===== config.mk =====
export PLATFORM = sky130hd
export DESIGN_NAME = vga_640x480_timing_generator
export DESIGN_NICKNAME = d
export VERILOG_FILES = /design/src/vga_timing_pkg.sv /design/src/vga_640x480_timing_generator.sv /design/src/pixel_fifo.sv
export VERILOG_INCLUDE_DIRS = /design/src
export SDC_FILE = /design/constraint.sdc
export NUM_CORES = 1
export LEC_CHECK = 0
export ABC_AREA = 1
export BUFFER_PORTS_ARGS = -buffer_cell sky130_fd_sc_hd__clkbuf_2
export CORE_UTILIZATION = 40
export DETAILED_ROUTE_END_ITERATION = 10
export PLACE_DENSITY_LB_ADDON = 0.2
export SYNTH_ARGS = -nofsm -noshare
export SYNTH_HDL_FRONTEND = slang
export SYNTH_SLANG_ARGS = --single-unit

===== constraint.sdc =====
create_clock -name clk_sys_i -period 4.5 [get_ports clk_sys_i]
set_input_delay 0.45 -clock clk_sys_i [delete_from_list [all_inputs] [get_ports clk_sys_i]]
set_output_delay 0.45 -clock clk_sys_i [all_outputs]
set_load 0.01 [all_outputs]

===== src/vga_timing_consts.svh =====
/*
 * Constants of the 640x480 raster timing generator: pixel clock divider,
 * line and frame segment lengths, colour and address widths, FIFO depth.
 * Assumes it is included by bare name after the package that holds types.
 */
`ifndef VGA_TIMING_CONSTS_SVH
`define VGA_TIMING_CONSTS_SVH

// ****************************************************************
// clocking
// ****************************************************************
`define VGA_SYS_CLK_MHZ 250
`define VGA_PIX_CLK_MHZ 25
`define VGA_PIX_PERIOD_NS 40
`define VGA_SYS_PERIOD_NS 4
`define VGA_PIX_DIV (`VGA_PIX_PERIOD_NS / `VGA_SYS_PERIOD_NS)
`define VGA_LINE_TIME_NS 32000

// ****************************************************************
// horizontal timing, in pixel clocks
// ****************************************************************
`define VGA_H_VISIBLE 10'h280
`define VGA_H_FRONT 10'h010
`define VGA_H_SYNC 10'h060
`define VGA_H_BACK 10'h030
`define VGA_H_FP_END (`VGA_H_VISIBLE + `VGA_H_FRONT)
`define VGA_H_SYNC_END (`VGA_H_FP_END + `VGA_H_SYNC)
`define VGA_H_LAST (`VGA_H_SYNC_END + `VGA_H_BACK - 10'h001)

// ****************************************************************
// vertical timing, in lines
// ****************************************************************
`define VGA_V_VISIBLE 10'h1E0
`define VGA_V_FRONT 10'h00A
`define VGA_V_SYNC 10'h002
`define VGA_V_BACK 10'h01D
`define VGA_V_FP_END (`VGA_V_VISIBLE + `VGA_V_FRONT)
`define VGA_V_SYNC_END (`VGA_V_FP_END + `VGA_V_SYNC)
`define VGA_V_LAST (`VGA_V_SYNC_END + `VGA_V_BACK - 10'h001)

// ****************************************************************
// widths and buffering
// ****************************************************************
`define VGA_CNT_W 10
`define VGA_ROW_W 9
`define VGA_ADDR_W 19
`define VGA_PIX_W 8
`define VGA_FIFO_DEPTH 16
`define VGA_SYNC_IDLE 1'b1

`endif


===== src/vga_timing_pkg.sv =====
/*
 * Types of the raster timing generator: segment and fetch state enums
 * and the segment decode function. Assumes the constants header is
 * included before any user of this package.
 */
package vga_timing_pkg;

   // ****************************************************************
   // enumerations
   // ****************************************************************
   typedef enum logic [1:0] {
      REGION_VISIBLE,
      REGION_FRONT,
      REGION_SYNC,
      REGION_BACK
   } region_t;

   typedef enum logic {
      FETCH_IDLE,
      FETCH_RUN
   } fetch_state_t;

   // ****************************************************************
   // segment decode
   // ****************************************************************
   function automatic region_t region_of(
      input logic [9:0] cnt,
      input logic [9:0] vis_end,
      input logic [9:0] fp_end,
      input logic [9:0] sync_end
   );
      region_t r;
      if (cnt < vis_end)
         r = REGION_VISIBLE;
      else if (cnt < fp_end)
         r = REGION_FRONT;
      else if (cnt < sync_end)
         r = REGION_SYNC;
      else
         r = REGION_BACK;
      return r;
   endfunction

endpackage


===== src/vga_640x480_timing_generator.sv =====
/*
 * 640x480 raster timing generator: pixel clock divider, line and frame
 * counters, sync generation, read-ahead of pixel colours from a refresh
 * memory through a FIFO, and registered colour and sync outputs.
 * Assumes the memory answers fetch requests in order, one word each, on
 * the same clock, and is quiet when a new frame restarts the fetch.
 */
`timescale 1ns/1ps
`include "vga_timing_consts.svh"
module vga_640x480_timing_generator #(
   parameter int PIX_DIV = `VGA_PIX_DIV,
   parameter int FIFO_DEPTH = `VGA_FIFO_DEPTH
)(
   input wire logic clk_sys_i,
   input wire logic reset_i,
   output logic fetch_valid_o,
   input wire logic fetch_ready_i,
   output logic [`VGA_ADDR_W-1:0] fetch_addr_o,
   input wire logic pix_valid_i,
   output logic pix_ready_o,
   input wire logic [`VGA_PIX_W-1:0] pix_data_i,
   output logic [2:0] red_o,
   output logic [2:0] green_o,
   output logic [1:0] blue_o,
   output logic hsync_n_o,
   output logic vsync_n_o,
   output logic underrun_o
);
   localparam int DIV_W = $clog2(PIX_DIV + 1);
   localparam int CRD_W = $clog2(FIFO_DEPTH + 1);
   localparam int CW = `VGA_CNT_W;
   localparam int AW = `VGA_ADDR_W;

   // ****************************************************************
   // declarations
   // ****************************************************************
   logic [DIV_W-1:0] div_reg;
   logic [DIV_W-1:0] div_next;
   logic [CW-1:0] h_reg;
   logic [CW-1:0] h_next;
   logic [CW-1:0] v_reg;
   logic [CW-1:0] v_next;
   logic [CW-1:0] fcol_reg;
   logic [CW-1:0] fcol_next;
   logic [CW-1:0] frow_reg;
   logic [CW-1:0] frow_next;
   logic [CRD_W-1:0] credit_reg;
   logic [CRD_W-1:0] credit_next;
   logic [AW-1:0] skip_reg;
   logic [AW-1:0] skip_next;
   logic [AW-1:0] addr_reg;
   logic [`VGA_PIX_W-1:0] colour_reg;
   logic [`VGA_PIX_W-1:0] colour_next;
   logic fetch_valid_reg;
   logic fetch_valid_next;
   logic hsync_n_reg;
   logic hsync_n_next;
   logic vsync_n_reg;
   logic vsync_n_next;
   logic underrun_reg;
   logic live_reg;
   vga_timing_pkg::fetch_state_t state_reg;
   vga_timing_pkg::fetch_state_t state_next;
   vga_timing_pkg::region_t h_region;
   vga_timing_pkg::region_t v_region;

   wire pix_tick;
   wire h_last;
   wire v_last;
   wire line_end;
   wire frame_restart;
   wire disp_vis;
   wire fetch_hs;
   wire fcol_last;
   wire fetch_last;
   wire fetch_want;
   wire fifo_valid;
   wire [`VGA_PIX_W-1:0] fifo_data;
   wire skip_zero;
   wire show;
   wire miss;
   wire discard;
   wire pop;

   // ****************************************************************
   // pixel clock
   // ****************************************************************
   // pixel rate divider
   // the 25 MHz pixel period is a fixed count of system clocks, so the
   // divider has no phase drift against the line and frame counts
   assign pix_tick = (div_reg == DIV_W'(PIX_DIV - 1));
   assign div_next = pix_tick ? '0 : DIV_W'(div_reg + 1'b1);

   // ****************************************************************
   // raster counters
   // ****************************************************************
   // line wrap
   assign h_last = (h_reg == `VGA_H_LAST);
   assign h_next = !pix_tick ? h_reg :
      h_last ? '0 : CW'(h_reg + 1'b1);

   // row step at line end
   // stepping at the end of the line keeps the row constant across all
   // visible columns, which lets visibility be a plain AND of the two regions
   assign line_end = pix_tick && h_last;

   assign v_last = (v_reg == `VGA_V_LAST);
   assign v_next = !line_end ? v_reg :
      v_last ? '0 : CW'(v_reg + 1'b1);

   assign h_region = vga_timing_pkg::region_of(h_reg, `VGA_H_VISIBLE,
      `VGA_H_FP_END, `VGA_H_SYNC_END);

   assign v_region = vga_timing_pkg::region_of(v_reg, `VGA_V_VISIBLE,
      `VGA_V_FP_END, `VGA_V_SYNC_END);

   assign disp_vis = (h_region == vga_timing_pkg::REGION_VISIBLE) &&
      (v_region == vga_timing_pkg::REGION_VISIBLE);

   // fetching restarts as vertical sync begins, which leaves the whole
   // sync and back porch for the FIFO to fill before row 0
   assign frame_restart = line_end &&
      (v_reg == (`VGA_V_FP_END - 10'h001));

   // ****************************************************************
   // fetch request generator
   // ****************************************************************
   // address from column and row
   assign fetch_hs = fetch_valid_reg && fetch_ready_i;
   assign fcol_last = (fcol_reg == (`VGA_H_VISIBLE - 10'h001));
   assign fetch_last = fcol_last &&
      (frow_reg == (`VGA_V_VISIBLE - 10'h001));
   assign fcol_next = frame_restart ? '0 :
      !fetch_hs ? fcol_reg :
      fcol_last ? '0 : CW'(fcol_reg + 1'b1);
   assign frow_next = frame_restart ? '0 :
      (fetch_hs && fcol_last) ? CW'(frow_reg + 1'b1) : frow_reg;

   // read ahead by credit
   // credits count words asked for and not yet consumed, so the FIFO
   // can never be asked to hold more than its depth
   assign credit_next = frame_restart ? '0 :
      CRD_W'(credit_reg + CRD_W'(fetch_hs) - CRD_W'(pop));
   assign fetch_want = (state_next == vga_timing_pkg::FETCH_RUN) &&
      (credit_next < CRD_W'(FIFO_DEPTH));
   assign fetch_valid_next = frame_restart ? 1'b0 :
      (!fetch_valid_reg || fetch_ready_i) ? fetch_want : fetch_valid_reg;

   always_comb
   begin
      state_next = state_reg;
      case (state_reg)
         vga_timing_pkg::FETCH_IDLE:
         begin
            if (frame_restart)
               state_next = vga_timing_pkg::FETCH_RUN;
         end
         vga_timing_pkg::FETCH_RUN:
         begin
            if (frame_restart)
               state_next = vga_timing_pkg::FETCH_RUN;
            else if (fetch_hs && fetch_last)
               state_next = vga_timing_pkg::FETCH_IDLE;
         end
         default:
            state_next = vga_timing_pkg::FETCH_IDLE;
      endcase
   end

   // ****************************************************************
   // pixel buffer
   // ****************************************************************
   pixel_fifo #(
      .WIDTH(`VGA_PIX_W),
      .DEPTH(FIFO_DEPTH)
   ) u_fifo (
      .clk_sys_i(clk_sys_i),
      .reset_i(reset_i),
      .flush_i(frame_restart),
      .in_valid_i(pix_valid_i),
      .in_ready_o(pix_ready_o),
      .in_data_i(pix_data_i),
      .out_valid_o(fifo_valid),
      .out_ready_i(pop),
      .out_data_o(fifo_data)
   );

   // ****************************************************************
   // pixel consumer
   // ****************************************************************
   // one word per pixel period
   // a pixel missed for lack of data is owed: the late word is dropped
   // so the rest of the frame stays on its own positions
   assign skip_zero = (skip_reg == '0);
   assign show = pix_tick && disp_vis && live_reg && skip_zero &&
      fifo_valid;
   assign miss = pix_tick && disp_vis && live_reg &&
      !(skip_zero && fifo_valid);
   assign discard = fifo_valid && !skip_zero;
   assign pop = show || discard;
   assign skip_next = frame_restart ? '0 :
      AW'(skip_reg + AW'(miss) - AW'(discard));

   assign colour_next = !pix_tick ? colour_reg :
      show ? fifo_data : '0;

   assign hsync_n_next = !pix_tick ? hsync_n_reg :
      (h_region != vga_timing_pkg::REGION_SYNC);
   assign vsync_n_next = !pix_tick ? vsync_n_reg :
      (v_region != vga_timing_pkg::REGION_SYNC);

   // ****************************************************************
   // registers
   // ****************************************************************
   // reset to first pixel
   always_ff @(posedge clk_sys_i)
   begin
      if (reset_i)
      begin
         div_reg <= '0;
         h_reg <= '0;
         v_reg <= '0;
      end
      else
      begin
         div_reg <= div_next;
         h_reg <= h_next;
         v_reg <= v_next;
      end
   end

   always_ff @(posedge clk_sys_i)
   begin
      if (reset_i)
      begin
         state_reg <= vga_timing_pkg::FETCH_IDLE;
         fcol_reg <= '0;
         frow_reg <= '0;
         credit_reg <= '0;
         fetch_valid_reg <= 1'b0;
         addr_reg <= '0;
      end
      else
      begin
         state_reg <= state_next;
         fcol_reg <= fcol_next;
         frow_reg <= frow_next;
         credit_reg <= credit_next;
         fetch_valid_reg <= fetch_valid_next;
         addr_reg <= {frow_next[`VGA_ROW_W-1:0], fcol_next};
      end
   end

   // the first frame after reset is dark: nothing was fetched for it
   always_ff @(posedge clk_sys_i)
   begin
      if (reset_i)
      begin
         live_reg <= 1'b0;
         skip_reg <= '0;
         underrun_reg <= 1'b0;
      end
      else
      begin
         live_reg <= live_reg || frame_restart;
         skip_reg <= skip_next;
         underrun_reg <= miss;
      end
   end

   always_ff @(posedge clk_sys_i)
   begin
      if (reset_i)
      begin
         colour_reg <= '0;
         hsync_n_reg <= `VGA_SYNC_IDLE;
         vsync_n_reg <= `VGA_SYNC_IDLE;
      end
      else
      begin
         colour_reg <= colour_next;
         hsync_n_reg <= hsync_n_next;
         vsync_n_reg <= vsync_n_next;
      end
   end

   // ****************************************************************
   // outputs
   // ****************************************************************
   assign red_o = colour_reg[7:5];
   assign green_o = colour_reg[4:2];
   assign blue_o = colour_reg[1:0];
   assign hsync_n_o = hsync_n_reg;
   assign vsync_n_o = vsync_n_reg;
   assign underrun_o = underrun_reg;
   assign fetch_valid_o = fetch_valid_reg;
   assign fetch_addr_o = addr_reg;
endmodule


===== src/pixel_fifo.sv =====
/*
 * Small flip-flop FIFO with valid and ready on both sides and a flush.
 * Assumes one clock and a synchronous active-high reset; flush wins over
 * a push in the same cycle.
 */
`timescale 1ns/1ps
module pixel_fifo #(
   parameter int WIDTH = 8,
   parameter int DEPTH = 16
)(
   input wire logic clk_sys_i,
   input wire logic reset_i,
   input wire logic flush_i,
   input wire logic in_valid_i,
   output logic in_ready_o,
   input wire logic [WIDTH-1:0] in_data_i,
   output logic out_valid_o,
   input wire logic out_ready_i,
   output logic [WIDTH-1:0] out_data_o
);
   localparam int PTR_W = (DEPTH > 1) ? $clog2(DEPTH) : 1;
   localparam int CNT_W = $clog2(DEPTH + 1);

   logic [WIDTH-1:0] mem_reg [DEPTH];
   logic [PTR_W-1:0] wr_ptr_reg;
   logic [PTR_W-1:0] rd_ptr_reg;
   logic [CNT_W-1:0] count_reg;
   logic [CNT_W-1:0] count_next;
   logic push;
   logic pop;

   assign push = in_valid_i && in_ready_o && !flush_i;
   assign pop = out_valid_o && out_ready_i && !flush_i;
   assign count_next = flush_i ? '0 :
      CNT_W'(count_reg + CNT_W'(push) - CNT_W'(pop));
   assign out_data_o = mem_reg[rd_ptr_reg];

   function automatic logic [PTR_W-1:0] ptr_inc(input logic [PTR_W-1:0] p);
      return (p == PTR_W'(DEPTH - 1)) ? '0 : PTR_W'(p + 1'b1);
   endfunction

   always_ff @(posedge clk_sys_i)
   begin
      if (push)
         mem_reg[wr_ptr_reg] <= in_data_i;
   end

   // ready and valid are registered so that neither side sees a loop
   always_ff @(posedge clk_sys_i)
   begin
      if (reset_i)
      begin
         wr_ptr_reg <= '0;
         rd_ptr_reg <= '0;
         count_reg <= '0;
         in_ready_o <= 1'b1;
         out_valid_o <= 1'b0;
      end
      else
      begin
         wr_ptr_reg <= flush_i ? '0 : push ? ptr_inc(wr_ptr_reg) : wr_ptr_reg;
         rd_ptr_reg <= flush_i ? '0 : pop ? ptr_inc(rd_ptr_reg) : rd_ptr_reg;
         count_reg <= count_next;
         in_ready_o <= (count_next != CNT_W'(DEPTH));
         out_valid_o <= (count_next != '0);
      end
   end
endmodule


==> metrics.cfg <==
[finish]
area_growth_pct=11.75
nNetsFinal=1396
utilization_pct=45.40
largest_reg_flops=128
final_layout_size_suffix_gt1_share_pct=9.393
fin_cells=1730
diodes=0
stdcell_area_sq_um=12580
num-fill-cells=2729

[worst_setup_path]
r2r_slack_ps=1110
timing.rr.start=div_reg[0]$_SDFF_PP0_
worstPathRequired_ps=4920
crit_buf_inv=4
critPathMaxFanout=4
r2r-end=skip_reg[16]$_SDFF_PP0_
cp-start-kind=flop
critical_path_class=reg -> reg
critPathSlowestCell=fa_1
reg2regPathDepth=19
critPathMaxStageDelay_ps=390
crit_arrival_ps=3820
path_delay_family=adder cells
crit_chain=ha_1 > nand3_1 > nor2_1 > nand3_1 > inv_1 > o21ai_0 > ha_1 > inv_1 > ha_1 > inv_1 > fa_1 > inv_1 > nand2_1 > o21ai_0 > nand2_1 > nand2_1 > nand2_1 > a21oi_1 > nor2_1
end_kind=flop

[routing]
vias_per_cell=4.861
vias=8410
wire_per_inst_microns=14.82
routed_wl_microns=25650
drc=0
drt_iter0_markers=498
postRouteAntennaNets=0
first_pass_iters=7

[clocking]
cts.htree.levels=1
cts.sinks=229
root_buffer=clkbuf_16
cts_buffer_depth=3
post_cts_buffers=0
cts-buffers-inserted=27
clkSlewWorstSetupHoldPaths_ps=60
tritoncts=yes
cts_hold_buf=0
clock_latency_ps=530
cts_resized=0

[synthesis]
synth_edf_count=128
async_flop_share_pct=0
synth_cell_types=43
ys_seq_elements=229
yosys.area.top_type=edfxtp_1
yosys_most_used_dff=edfxtp_1
syn_inst=1298
post-synth-top-count-cell=nand2_1
yosysWarnings=0
synth_top_area_share_pct=34.15
synth.cell_area_sq_um=11250
synth_common_cells=nand2_1, nand3_1, inv_1, nor2_1, edfxtp_1
synth_area_leaders=edfxtp_1, dfxtp_1, nand2_1, nand3_1, ha_1
synth_seq_area_share_pct=52.12
avgSynthCellArea_sq_um=8.671
syn_nets=1362

[place]
place_area_sq_um=11710
dp_cells=1681
dpl.hpwl_microns=17090
port_buffers=43
place_congestion=0.8666

[die]
rows=61
placeableCoreArea_sq_um=27710
die_w_microns=169.7
die_y_microns=169.7
dieArea_sq_um=28810
start_util_pct=40.62
ios=44

[worst_hold_path]
min_from=fetch_ready_i
min_to=fetch_valid_o$_SDFFE_PP0P_
hp-class=in -> reg
whs_path_depth=4

[power_and_ir_drop]
leakage_uw=0.005156
p_clk_share_pct=30.8
p_int_uw=4442
p_total_uw=6931
seqPwrFrac_pct=35.7
p_sw_share_pct=35.92
p_per_area_nw_per_um2=551.1
p_comb_share_pct=33.5
switching_power_uw=2490
ir_drop_v=0.0002976

[timing]
fin_crit_ps=3392
fin_crit_sh_pct=75.38
max_slew.worst_pin.slew_ps=1193
fin_skew_ps=16.97
finalMaxSlewViolations=0
hold_violations=0
finalSetupTns_ps=0
fmax_ghz=0.2948
setup_viol=0
rsz0062_at_grt=false
relSlewSlack_pct=20.48

[grt]
gr-usage-all-layers_pct=18.29
grt_pass1_wl_microns=41870
grt_max_degree=65
grt_antenna_before_repair=0
grt_pass1_vias=8053
gr-total-overflow=0

[flow_run]
drv_cap=0

[outcome]
status=finished, final reports clean

==> layout by cell type (no fill, tap or decap), types with 27 or more instances in the layout <==
| master | n |
|---|---|
| nor2_1 | 131 |
| clkbuf_2 | 43 |
| dfxtp_1 | 100 |
| ha_1 | 49 |
| edfxtp_1 | 128 |
| nand2_1 | 325 |
| inv_1 | 149 |
| nand3_1 | 157 |
| a21oi_1 | 65 |
| clkbuf_16 | 27 |
==> power by group through the flow <==
stage / clock, uW / combinational, uW / sequential, uW
after detailed placement: 0 / 2320 / 2520
after global placement: 0 / 2300 / 2520
final: 2130 / 2320 / 2480
after floorplan: 0 / 1800 / 2490
after global routing: 2280 / 2700 / 2490
after CTS: 2200 / 2340 / 2480
==> final cells by class <==
cell class	count	area (sq um)	area share, %
Sequential cell	229	5867	46.65
Multi-Input combinational cell	875	4546	36.14
Clock buffer	29	683.2	5.432
Inverter	151	574.3	4.566
Tap cell	378	473.0	3.760
Timing Repair Buffer	48	252.7	2.010
Clock inverter	20	181.4	1.442
==> per-layer routing <==
layer / track usage [%] / routed length, microns / vias up / share of wire, %
li1: - / - / 4338 / -
met1: 23.32 / 11720 / 3884 / 46
met2: 32.34 / 12420 / 152 / 48
met3: 2.799 / 1105 / 36 / 4.3
met4: 4.309 / 407 / 0 / 1.6
met5: 0 / 0 / - / 0
==> worst max-delay path by stage <==
stage,startpoint,endpoint,cells after the start
5_1_grt,div_reg[0]$_SDFF_PP0_,skip_reg[16]$_SDFF_PP0_,20
6_report,div_reg[0]$_SDFF_PP0_,skip_reg[16]$_SDFF_PP0_,19
3_5_place_dp,div_reg[0]$_SDFF_PP0_,skip_reg[16]$_SDFF_PP0_,19
4_1_cts,div_reg[0]$_SDFF_PP0_,skip_reg[16]$_SDFF_PP0_,19
3_3_place_gp,div_reg[0]$_SDFF_PP0_,skip_reg[16]$_SDFF_PP0_,19
2_1_floorplan,div_reg[0]$_SDFF_PP0_,skip_reg[16]$_SDFF_PP0_,19
==> kinds of logic after synthesis <==
logic type / Yosys count / share of synthesized area, %
adder cells (fa/ha/maj): 52 / 5.981
AO/OA/AOI/OAI: 117 / 6.059
flip-flops: 229 / 52.12
buffers and inverters: 194 / 7.537
XOR/XNOR: 26 / 2.023
AND/OR/NAND/NOR: 680 / 26.28
==> worst reg2reg max path: stages, from the launching register on <==
cell	delay, ps
dfxtp_1	370
ha_1	180
nand3_1	150
nor2_1	120
nand3_1	160
inv_1	110
o21ai_0	120
ha_1	310
inv_1	50
ha_1	170
inv_1	80
fa_1	390
inv_1	110
nand2_1	70
o21ai_0	320
nand2_1	100
nand2_1	170
nand2_1	100
a21oi_1	150
nor2_1	60
==> stage by stage <==
stage | setup WS (ps) | hold WS [ps]
after CTS | 1060 | 188.9
after global routing | 643.7 | 237.2
final | 1108 | 214.9
after detailed placement | 1064 | 442.2
after global placement | 1159 | 439.3
after floorplan | 1543 | 433.4
Power figures use the tool's default switching activity.
